==> src/usb_xcvr_pkg.sv <==
// constants, field layouts and carrier types for the transceiver control
// and indirect register port; assumes one 250 MHz clock and an 8-bit sfr bus
// Notes on behaviour
// - three pipes: ep0 0x00, ep1 in 0x81, out 0x01
// - ep1 split: 64 byte in, 128 byte out
// - speed one: full speed, pull-up on plus line
// - speed zero: low speed, pull-up on minus line
// - pull-up needs enable bit and vbus present
// - transceiver enable bit on, zero means suspend
// - line test field forces line drive levels
// - diff status reports bus state while enabled
// - status bits show plus and minus pins
// - core registers reached via address/data pair
// - index register steers indexed register accesses
// - busy write one starts read, zero ignored
// - busy held until data register valid
// - auto read restarts read on data read
// - low six address bits select core register
// - index low nibble selects endpoint, top reads zero
`default_nettype none
package usb_xcvr_pkg;
   // sfr addresses
   localparam logic [7:0] SFR_INDIRECT_ADDR = 8'h96;
   localparam logic [7:0] SFR_INDIRECT_DATA = 8'h97;
   localparam logic [7:0] SFR_XCVR_CTRL     = 8'hd7;
   // transceiver_control fields
   localparam int XC_PULLUP_BIT = 7;
   localparam int XC_ON_BIT     = 6;
   localparam int XC_SPEED_BIT  = 5;
   localparam int XC_TEST_LSB   = 3;
   localparam int XC_DIFF_BIT   = 2;
   localparam int XC_PLUS_BIT   = 1;
   localparam int XC_MINUS_BIT  = 0;
   localparam logic [4:0] XC_CTRL_RESET = 5'h00;
   // indirect_address fields
   localparam int ADR_BUSY_BIT = 7;
   localparam int ADR_AUTO_BIT = 6;
   localparam logic [5:0] ADR_RESET  = 6'h00;
   localparam logic [7:0] DATA_RESET = 8'h00;
   // core register space
   localparam logic [5:0] CORE_ENDPOINT_INDEX = 6'h0e;
   localparam logic [5:0] CORE_INDEXED_LO     = 6'h10;
   localparam logic [5:0] CORE_INDEXED_HI     = 6'h17;
   localparam logic [3:0] INDEX_RESET         = 4'h0;
   localparam logic [3:0] EP_NUM_0            = 4'h0;
   localparam logic [3:0] EP_NUM_1            = 4'h1;
   // endpoint protocol addresses and pipe sizes
   localparam logic [7:0] EP0_PROTO_ADDR     = 8'h00;
   localparam logic [7:0] EP1_IN_PROTO_ADDR  = 8'h81;
   localparam logic [7:0] EP1_OUT_PROTO_ADDR = 8'h01;
   localparam logic [7:0] EP0_PIPE_BYTES     = 8'h40;
   localparam logic [7:0] EP1_IN_PIPE_BYTES  = 8'h40;
   localparam logic [7:0] EP1_OUT_PIPE_BYTES = 8'h80;

   typedef enum logic [1:0] {
      LINE_NORMAL = 2'b00,
      LINE_DIFF1  = 2'b01,
      LINE_DIFF0  = 2'b10,
      LINE_SE0    = 2'b11
   } line_test_mode_t;

   typedef enum logic {
      IND_IDLE = 1'b0,
      IND_BUSY = 1'b1
   } ind_state_t;

   typedef struct packed {
      logic [7:0] addr;
      logic       wr;
      logic       rd;
      logic [7:0] wdata;
   } sfr_req_t;

   typedef struct packed {
      logic            pullup_switch;
      logic            transceiver_on;
      logic            full_speed;
      line_test_mode_t line_test_mode;
   } xcvr_ctrl_t;

   typedef struct packed {
      logic ep0;
      logic ep1_in;
      logic ep1_out;
   } pipe_hit_t;
endpackage
`default_nettype wire

==> src/usb_xcvr_ctrl.sv <==
// transceiver control register, indirect address/data port and endpoint
// pipe map; assumes the sfr bus is synchronous to clk_i, line pins are not
`default_nettype none
`timescale 1ns/100ps
module usb_xcvr_ctrl
   import usb_xcvr_pkg::*;
(
   // clock and reset
   input  wire logic       clk_i,
   input  wire logic       reset_i,
   // sfr bus from cpu
   input  wire sfr_req_t   sfr_req_i,
   output logic      [7:0] sfr_rdata_o,
   // line pins and vbus
   input  wire logic       plus_line_i,
   input  wire logic       minus_line_i,
   input  wire logic       vbus_i,
   // transceiver drive
   output logic            pullup_plus_o,
   output logic            pullup_minus_o,
   output logic            transceiver_on_o,
   output logic            full_speed_o,
   output logic            force_oe_o,
   output logic            force_plus_o,
   output logic            force_minus_o,
   // endpoint steering and pipe map
   output logic      [3:0] endpoint_select_o,
   input  wire logic [7:0] token_ep_addr_i,
   output pipe_hit_t       pipe_hit_o,
   output logic      [7:0] pipe_bytes_o
);
   xcvr_ctrl_t xc_ff;
   ind_state_t state_ff;
   logic       auto_ff;
   logic [5:0] addr_ff;
   logic [7:0] data_ff;
   logic [2:0] pins_sync;
   logic [7:0] core_rdata;
   logic       core_done;

   pin_sync #(.WIDTH(3)) u_pin_sync (
      .clk_i   (clk_i),
      .reset_i (reset_i),
      .d_i     ({vbus_i, plus_line_i, minus_line_i}),
      .q_o     (pins_sync)
   );

   wire vbus_seen   = pins_sync[2];
   wire plus_level  = pins_sync[1];
   wire minus_level = pins_sync[0];

   // sfr decode
   wire xc_wr  = sfr_req_i.wr && (sfr_req_i.addr == SFR_XCVR_CTRL);
   wire adr_wr = sfr_req_i.wr && (sfr_req_i.addr == SFR_INDIRECT_ADDR);
   wire dat_wr = sfr_req_i.wr && (sfr_req_i.addr == SFR_INDIRECT_DATA);
   wire dat_rd = sfr_req_i.rd && (sfr_req_i.addr == SFR_INDIRECT_DATA);
   wire busy   = (state_ff == IND_BUSY);

   // explicit start only on a one; auto start only from an idle data read
   wire start_explicit = adr_wr && sfr_req_i.wdata[ADR_BUSY_BIT];
   wire start_auto     = dat_rd && auto_ff && !busy;
   wire start_rd       = start_explicit || start_auto;
   // a read started together with an address load uses the new address
   wire [5:0] core_addr = adr_wr ? sfr_req_i.wdata[5:0] : addr_ff;

   core_reg_bank u_core (
      .clk_i             (clk_i),
      .reset_i           (reset_i),
      .addr_i            (core_addr),
      .wr_i              (dat_wr),
      .wdata_i           (sfr_req_i.wdata),
      .rd_i              (start_rd),
      .rdata_o           (core_rdata),
      .rd_done_o         (core_done),
      .endpoint_select_o (endpoint_select_o)
   );

   // status: diff receiver is only meaningful with the transceiver on
   wire diff_line_state = xc_ff.transceiver_on & plus_level & ~minus_level;
   wire [7:0] xc_view = {xc_ff.pullup_switch, xc_ff.transceiver_on, xc_ff.full_speed,
                         xc_ff.line_test_mode, diff_line_state, plus_level, minus_level};
   wire [7:0] adr_view = {busy, auto_ff, addr_ff};

   wire [7:0] nxt_rdata = (sfr_req_i.addr == SFR_XCVR_CTRL)     ? xc_view  :
                          (sfr_req_i.addr == SFR_INDIRECT_ADDR) ? adr_view :
                          (sfr_req_i.addr == SFR_INDIRECT_DATA) ? data_ff  : 8'h00;

   // busy: a new start wins over completion in the same cycle
   ind_state_t nxt_state;
   always_comb begin
      case (state_ff)
         IND_IDLE: nxt_state = start_rd ? IND_BUSY : IND_IDLE;
         IND_BUSY: nxt_state = (start_rd || !core_done) ? IND_BUSY : IND_IDLE;
         default:  nxt_state = IND_IDLE;
      endcase
   end

   // a cpu data write wins over returning read data; software avoids this by polling
   wire [7:0] nxt_data = dat_wr ? sfr_req_i.wdata : (core_done ? core_rdata : data_ff);

   // pull-up location follows speed, and only with vbus present
   wire pullup_on = xc_ff.pullup_switch & vbus_seen;
   wire nxt_pu_plus  = pullup_on & xc_ff.full_speed;
   wire nxt_pu_minus = pullup_on & ~xc_ff.full_speed;
   wire nxt_f_oe     = (xc_ff.line_test_mode != LINE_NORMAL);
   wire nxt_f_plus   = (xc_ff.line_test_mode == LINE_DIFF1);
   wire nxt_f_minus  = (xc_ff.line_test_mode == LINE_DIFF0);

   // pipe map from protocol address
   pipe_hit_t nxt_hit;
   assign nxt_hit.ep0     = (token_ep_addr_i == EP0_PROTO_ADDR);
   assign nxt_hit.ep1_in  = (token_ep_addr_i == EP1_IN_PROTO_ADDR);
   assign nxt_hit.ep1_out = (token_ep_addr_i == EP1_OUT_PROTO_ADDR);
   wire [7:0] nxt_bytes = nxt_hit.ep0     ? EP0_PIPE_BYTES     :
                          nxt_hit.ep1_in  ? EP1_IN_PIPE_BYTES  :
                          nxt_hit.ep1_out ? EP1_OUT_PIPE_BYTES : 8'h00;

   // status bits 2..0 are never stored, only the writable top five
   always_ff @(posedge clk_i or posedge reset_i) begin
      if (reset_i) begin
         xc_ff <= xcvr_ctrl_t'(XC_CTRL_RESET);
      end else if (xc_wr) begin
         xc_ff <= xcvr_ctrl_t'(sfr_req_i.wdata[7:3]);
      end
   end

   // auto bit and address load together from every address write
   always_ff @(posedge clk_i or posedge reset_i) begin
      if (reset_i) begin
         auto_ff <= 1'b0;
         addr_ff <= ADR_RESET;
      end else if (adr_wr) begin
         auto_ff <= sfr_req_i.wdata[ADR_AUTO_BIT];
         addr_ff <= sfr_req_i.wdata[5:0];
      end
   end

   always_ff @(posedge clk_i or posedge reset_i) begin
      if (reset_i) begin
         state_ff <= IND_IDLE;
      end else begin
         state_ff <= nxt_state;
      end
   end

   always_ff @(posedge clk_i or posedge reset_i) begin
      if (reset_i) begin
         data_ff <= DATA_RESET;
      end else begin
         data_ff <= nxt_data;
      end
   end

   // read data stands until the next read of any sfr
   always_ff @(posedge clk_i or posedge reset_i) begin
      if (reset_i) begin
         sfr_rdata_o <= 8'h00;
      end else if (sfr_req_i.rd) begin
         sfr_rdata_o <= nxt_rdata;
      end
   end

   always_ff @(posedge clk_i or posedge reset_i) begin
      if (reset_i) begin
         pullup_plus_o <= 1'b0;
      end else begin
         pullup_plus_o <= nxt_pu_plus;
      end
   end

   always_ff @(posedge clk_i or posedge reset_i) begin
      if (reset_i) begin
         pullup_minus_o <= 1'b0;
      end else begin
         pullup_minus_o <= nxt_pu_minus;
      end
   end

   always_ff @(posedge clk_i or posedge reset_i) begin
      if (reset_i) begin
         transceiver_on_o <= 1'b0;
      end else begin
         transceiver_on_o <= xc_ff.transceiver_on;
      end
   end

   always_ff @(posedge clk_i or posedge reset_i) begin
      if (reset_i) begin
         full_speed_o <= 1'b0;
      end else begin
         full_speed_o <= xc_ff.full_speed;
      end
   end

   // test drive is independent of the enable bit, so lines can be forced in suspend
   always_ff @(posedge clk_i or posedge reset_i) begin
      if (reset_i) begin
         force_oe_o <= 1'b0;
      end else begin
         force_oe_o <= nxt_f_oe;
      end
   end

   always_ff @(posedge clk_i or posedge reset_i) begin
      if (reset_i) begin
         force_plus_o <= 1'b0;
      end else begin
         force_plus_o <= nxt_f_plus;
      end
   end

   always_ff @(posedge clk_i or posedge reset_i) begin
      if (reset_i) begin
         force_minus_o <= 1'b0;
      end else begin
         force_minus_o <= nxt_f_minus;
      end
   end

   always_ff @(posedge clk_i or posedge reset_i) begin
      if (reset_i) begin
         pipe_hit_o <= '0;
      end else begin
         pipe_hit_o <= nxt_hit;
      end
   end

   always_ff @(posedge clk_i or posedge reset_i) begin
      if (reset_i) begin
         pipe_bytes_o <= 8'h00;
      end else begin
         pipe_bytes_o <= nxt_bytes;
      end
   end
endmodule // usb_xcvr_ctrl
`default_nettype wire

==> src/pin_sync.sv <==
// three-stage pin synchroniser; output moves once stages two and three agree
// assumes inputs asynchronous to clk_i
`default_nettype none
`timescale 1ns/100ps
module pin_sync #(
   parameter int WIDTH = 1
) (
   // clock and reset
   input  wire logic             clk_i,
   input  wire logic             reset_i,
   // pins
   input  wire logic [WIDTH-1:0] d_i,
   output logic      [WIDTH-1:0] q_o
);
   logic [WIDTH-1:0] s1_ff;
   logic [WIDTH-1:0] s2_ff;
   logic [WIDTH-1:0] s3_ff;
   wire  [WIDTH-1:0] agree = ~(s2_ff ^ s3_ff);
   wire  [WIDTH-1:0] nxt_q = (agree & s3_ff) | (~agree & q_o);

   always_ff @(posedge clk_i or posedge reset_i) begin
      if (reset_i) begin
         s1_ff <= '0;
         s2_ff <= '0;
         s3_ff <= '0;
         q_o   <= '0;
      end else begin
         s1_ff <= d_i;
         s2_ff <= s1_ff;
         s3_ff <= s2_ff;
         q_o   <= nxt_q;
      end
   end
endmodule // pin_sync
`default_nettype wire

==> src/core_reg_bank.sv <==
// core register space behind the indirect port: endpoint index and the
// per-endpoint indexed registers; other core registers live elsewhere
// assumes single-cycle requests from the indirect port logic
`default_nettype none
`timescale 1ns/100ps
module core_reg_bank
   import usb_xcvr_pkg::*;
(
   // clock and reset
   input  wire logic       clk_i,
   input  wire logic       reset_i,
   // core access
   input  wire logic [5:0] addr_i,
   input  wire logic       wr_i,
   input  wire logic [7:0] wdata_i,
   input  wire logic       rd_i,
   output logic      [7:0] rdata_o,
   output logic            rd_done_o,
   // endpoint steering
   output logic      [3:0] endpoint_select_o
);
   logic [7:0] ep_regs [0:1][0:7];
   wire is_index   = (addr_i == CORE_ENDPOINT_INDEX);
   wire is_indexed = (addr_i >= CORE_INDEXED_LO) && (addr_i <= CORE_INDEXED_HI);
   wire sel_valid  = (endpoint_select_o == EP_NUM_0) || (endpoint_select_o == EP_NUM_1);
   wire ep_bit     = endpoint_select_o[0];
   wire [7:0] idx_val = ep_regs[ep_bit][addr_i[2:0]];
   wire [7:0] nxt_rdata = is_index ? {4'h0, endpoint_select_o} :
                          (is_indexed && sel_valid) ? idx_val : 8'h00;

   always_ff @(posedge clk_i or posedge reset_i) begin
      if (reset_i) begin
         endpoint_select_o <= INDEX_RESET;
         rdata_o           <= 8'h00;
         rd_done_o         <= 1'b0;
      end else begin
         if (wr_i && is_index)
            endpoint_select_o <= wdata_i[3:0];
         rd_done_o <= rd_i;
         if (rd_i)
            rdata_o <= nxt_rdata;
      end
   end

   // reserved selections never land in storage
   always_ff @(posedge clk_i or posedge reset_i) begin
      if (reset_i) begin
         for (int e = 0; e < 2; e++)
            for (int r = 0; r < 8; r++)
               ep_regs[e][r] <= 8'h00;
      end else if (wr_i && is_indexed && sel_valid) begin
         ep_regs[ep_bit][addr_i[2:0]] <= wdata_i;
      end
   end
endmodule // core_reg_bank
`default_nettype wire

==> config.mk <==
export PLATFORM = sky130hd
export DESIGN_NAME = usb_xcvr_ctrl
export DESIGN_NICKNAME = d
export VERILOG_FILES = /design/src/usb_xcvr_pkg.sv /design/src/usb_xcvr_ctrl.sv /design/src/pin_sync.sv /design/src/core_reg_bank.sv
export SDC_FILE = /design/constraint.sdc
export NUM_CORES = 1
export LEC_CHECK = 0
export BUFFER_PORTS_ARGS = -buffer_cell sky130_fd_sc_hd__buf_2
export CAP_MARGIN = 20
export CORE_AREA = 5 5 155 157
export DETAILED_ROUTE_END_ITERATION = 7
export DIE_AREA = 0 0 160 162
export SETUP_SLACK_MARGIN = 0.15
export SYNTH_ARGS = -nofsm -noshare
export SYNTH_HDL_FRONTEND = slang
export SYNTH_SLANG_ARGS = --single-unit
export TNS_END_PERCENT = 20
==> constraint.sdc <==
create_clock -name clk_i -period 6.3 [get_ports clk_i]
set_input_delay 1.26 -clock clk_i [delete_from_list [all_inputs] [get_ports clk_i]]
set_output_delay 1.26 -clock clk_i [all_outputs]
set_load 0.05 [all_outputs]
==> impl_results.md <==
* Setup CP Type: input port to register
* Clk_lat worst skew at 440 ps
* Setup TNS at 0 ps
* CTS resizes at 0
* Worst Max-Slew Pin Slew at roughly 1200 ps
* Routability cong. at about 0.85
* Reg clk slew, reported paths at about 70 ps
* Die W at between 150 and 200 um
* Core Util, Final at 0.444
* Initial DRC count at between 500 and 600
* CTS buffer count at 17
* Max Root-Sink Buffers at 2
* Die area at about 26,000 um^2
* Vias in the first global route at approximately 6k
* First-pass GRT wire length at 35,200 um
* Synth Area per Inst at between 10 and 15 um^2
* Final std cells w/o fill at roughly 1.0k
* H-Tree Depth at 4
* Final instance area at slightly below 10,000 um^2
* Pwr Density at ~260 nW/um^2
* Final hold violation count at 0
* CP required at between 6000 and 7000 ps
* Wirelength per Cell at approximately 22 um
* Syn Std Cell Area at ~8900 um^2
* Synth Instances at ~700
* Via/cell ratio at 5.78
* CP Launch Type: input port
* Number of I/O pins at between 60 and 70
* Slew HR at 0.171
* Drt total wl at about 22,000 um
* Max_cap viols at 0
* Fillers at 2,033
* Buffers added on ports at 54
* CP bufs+invs at 2
* Dpl hpwl at around 14,000 um
* Setup bufs post-CTS at 0
* Root Buffer: clkbuf_16
* Max stage delay on crit path at 580 ps
* CTS sink cnt at 194
* Peak supply drop at roughly 0.18 mV
* Gr ovfl total at 0
* Worst Hold Class: register to register
* Hold-fix buffers, CTS at 0
* GR Util All Layers at 0.173
* Endpoints failing setup at 0
* Worst EP arrival at 4350 ps
* Share of cells above drive strength 1 at 0.343
* Unrepaired setup endpoints after global routing: false
* Outcome: complete, no violations
* Final Skew at slightly above 8 ps
* DRC Markers at 0
* Post-synth EDFFs at 0
* Synth Warn # at 0
* Nets at 753
* Max-slew violations at 0
* CP endpoint kind: register
* Unique cell type count in the Yosys netlist at between 60 and 70
* Layout area overhead at 11.9%
* Via count at about 5.9k
* Area after DPL at about 9300 um^2
* Initial cell density of the core at 0.397
* Maximum clock frequency at approximately 250 MHz
* Core area at 22,400 um^2
* Critical path fanouts, max at 27
* Pleak at between 0.004 and 0.005 uW
* FF+latch count, synth at just under 200
* Antenna cells at 0
* Ys async rst share at 1.00
* Critical-path cell list: buf_2, and4bb_2, nand3_2, a21boi_4, inv_2, mux4_2, mux2_2, o221ai_1, nand2_1
* DRT Pass-1 Iters at 8
* Crit-path leading delay family: compound AO/OA/AOI/OAI gates
* Top_reg_cell synth: dfrtp_1
* CTS tree: built
* Share of the yosys chip area belonging to registers at 0.547
* Final ANT Viol Nets at 0
* Critical-path top delay cell: a21boi_4
* Initial antenna violation count at 0
* Die Height at 162 um
* # rows at 55
* Tcrit/Tclk final at 0.641
* Largest net degree at the start of global routing at 195
* Final min period at 4040 ps
* DP Cell Count at 988
power breakdown:
part	switching, uW	internal, uW	total, uW
Clock	494	645	1140
Combinational	110	34.7	145
Sequential	15.6	1260	1280
Total	620	1940	2560
logic make-up (layout without fill, tap and decap cells):
group	count (synthesis)	after routing	share of synthesized area
adder cells (fa/ha/maj)	3	3	0.00338
AO/OA/AOI/OAI	87	87	0.0709
AND/OR/NAND/NOR	159	159	0.0968
multiplexers	185	185	0.249
flip-flops	194	194	0.547
other	1	6	0.000422
buffers and inverters	66	101	0.0330
final timing paths:
kind,slack [ps],cells past startpoint,start,to
worst max register to register,3030,7,addr_ff[0]$_DFF_PP0_,u_core.rdata_o[5]$_DFFE_PP0P_
worst max-delay path,2260,9,sfr_req_i[15],u_core.rdata_o[5]$_DFFE_PP0P_
worst min register to register,350,0,u_pin_sync.s1_ff[1]$_DFF_PP0_,u_pin_sync.s2_ff[1]$_DFF_PP0_
worst min-delay path,350,0,u_pin_sync.s1_ff[1]$_DFF_PP0_,u_pin_sync.s2_ff[1]$_DFF_PP0_
max in group asynchronous,4300,3,reset_i,u_core.ep_regs[77]$_DFFE_PP0P_
min in group asynchronous,960,3,reset_i,u_pin_sync.s3_ff[2]$_DFF_PP0_
registers in the layout, summed over array words and instances (netlist names), 2 cells and up, named ones only:
name / count
u_pin_sync.s3_ff: 3
xc_ff: 5
sfr_rdata_o: 8
u_pin_sync.s1_ff: 3
u_core.rdata_o: 8
data_ff: 8
addr_ff: 6
u_core.ep_regs: 128
u_pin_sync.s2_ff: 3
pipe_bytes_o: 2
pipe_hit_o: 3
u_core.endpoint_select_o: 4
area by class of cell:
| type | count | area [um^2] | share of cell area |
|---|---|---|---|
| inverters | 12 | 48.8 | 0.00491 |
| flip-flops and latches | 194 | 4860 | 0.489 |
| clock inverters | 13 | 175 | 0.0176 |
| clock buffers | 19 | 443 | 0.0446 |
| repair buffers | 57 | 305 | 0.0307 |
| multi-input cells | 440 | 3750 | 0.378 |
| well taps | 285 | 357 | 0.0359 |
cells in the mapped netlist, drive strengths merged, types with 5 or more instances:
master	instances	area share
a222oi	8	0.0090
buf	23	0.015
clkbuf	31	0.013
o221ai	6	0.0059
nor2	29	0.012
nand3	9	0.0056
nand4	6	0.0042
mux2i	34	0.038
nand2	58	0.025
o21ai	14	0.0083
a22oi	6	0.0051
mux4	15	0.038
nor3b	5	0.0055
inv	11	0.0046
a21oi	21	0.012
a211oi	5	0.0042
dfrtp	194	0.55
mux2	136	0.17
nor3	14	0.012
per-stage QoR:
stage	total power (uW)	setup WS (ps)	hold WS (ps)
2_1_floorplan	1400	2540	331
6_report	2560	2260	351
5_1_grt	2650	2030	360
3_3_place_gp	1440	1890	337
3_5_place_dp	1450	1830	337
4_1_cts	2580	2290	353
layout by cell type, fill, tap and decap left out, types with 3 or more instances in the layout:
cell        synthesis  routed
or2_2               3       3
mux4_2             15      15
nand4_1             6       6
o41ai_1             3       3
nand2_1            58      58
o221ai_1            6       6
dfrtp_1           194     193
or3_1               3       3
nand3_1             8       8
nor2b_1             4       4
conb_1              1       6
clkbuf_16           0      17
nor3_4              3       3
nor3_1             10      10
nand3b_1            4       4
mux2_2            130     130
and3_1              4       4
and2_1              4       4
inv_6               0       3
buf_2               9      54
mux2i_1            34      34
o21ai_0            12      12
nor3b_1             4       4
maj3_1              3       3
a222oi_1            8       8
mux2_1              6       6
a221oi_1            3       3
nor2_1             29      29
a21oi_1            21      21
nor4_1              4       4
clkinvlp_4          0       4
bufinv_16           0       3
a211oi_1            5       5
inv_1               9       8
a22oi_1             6       6
o31ai_1             3       3
routing by layer:
metal / vias up / global-route usage / wire length, um
li1: 2587 / - / -
met1: 3069 / 0.226 / 9540
met2: 209 / 0.284 / 10700
met3: 30 / 0.0472 / 1470
met4: 0 / 0.0520 / 444
met5: - / 0 / 0
Power figures use the tool's default switching activity.
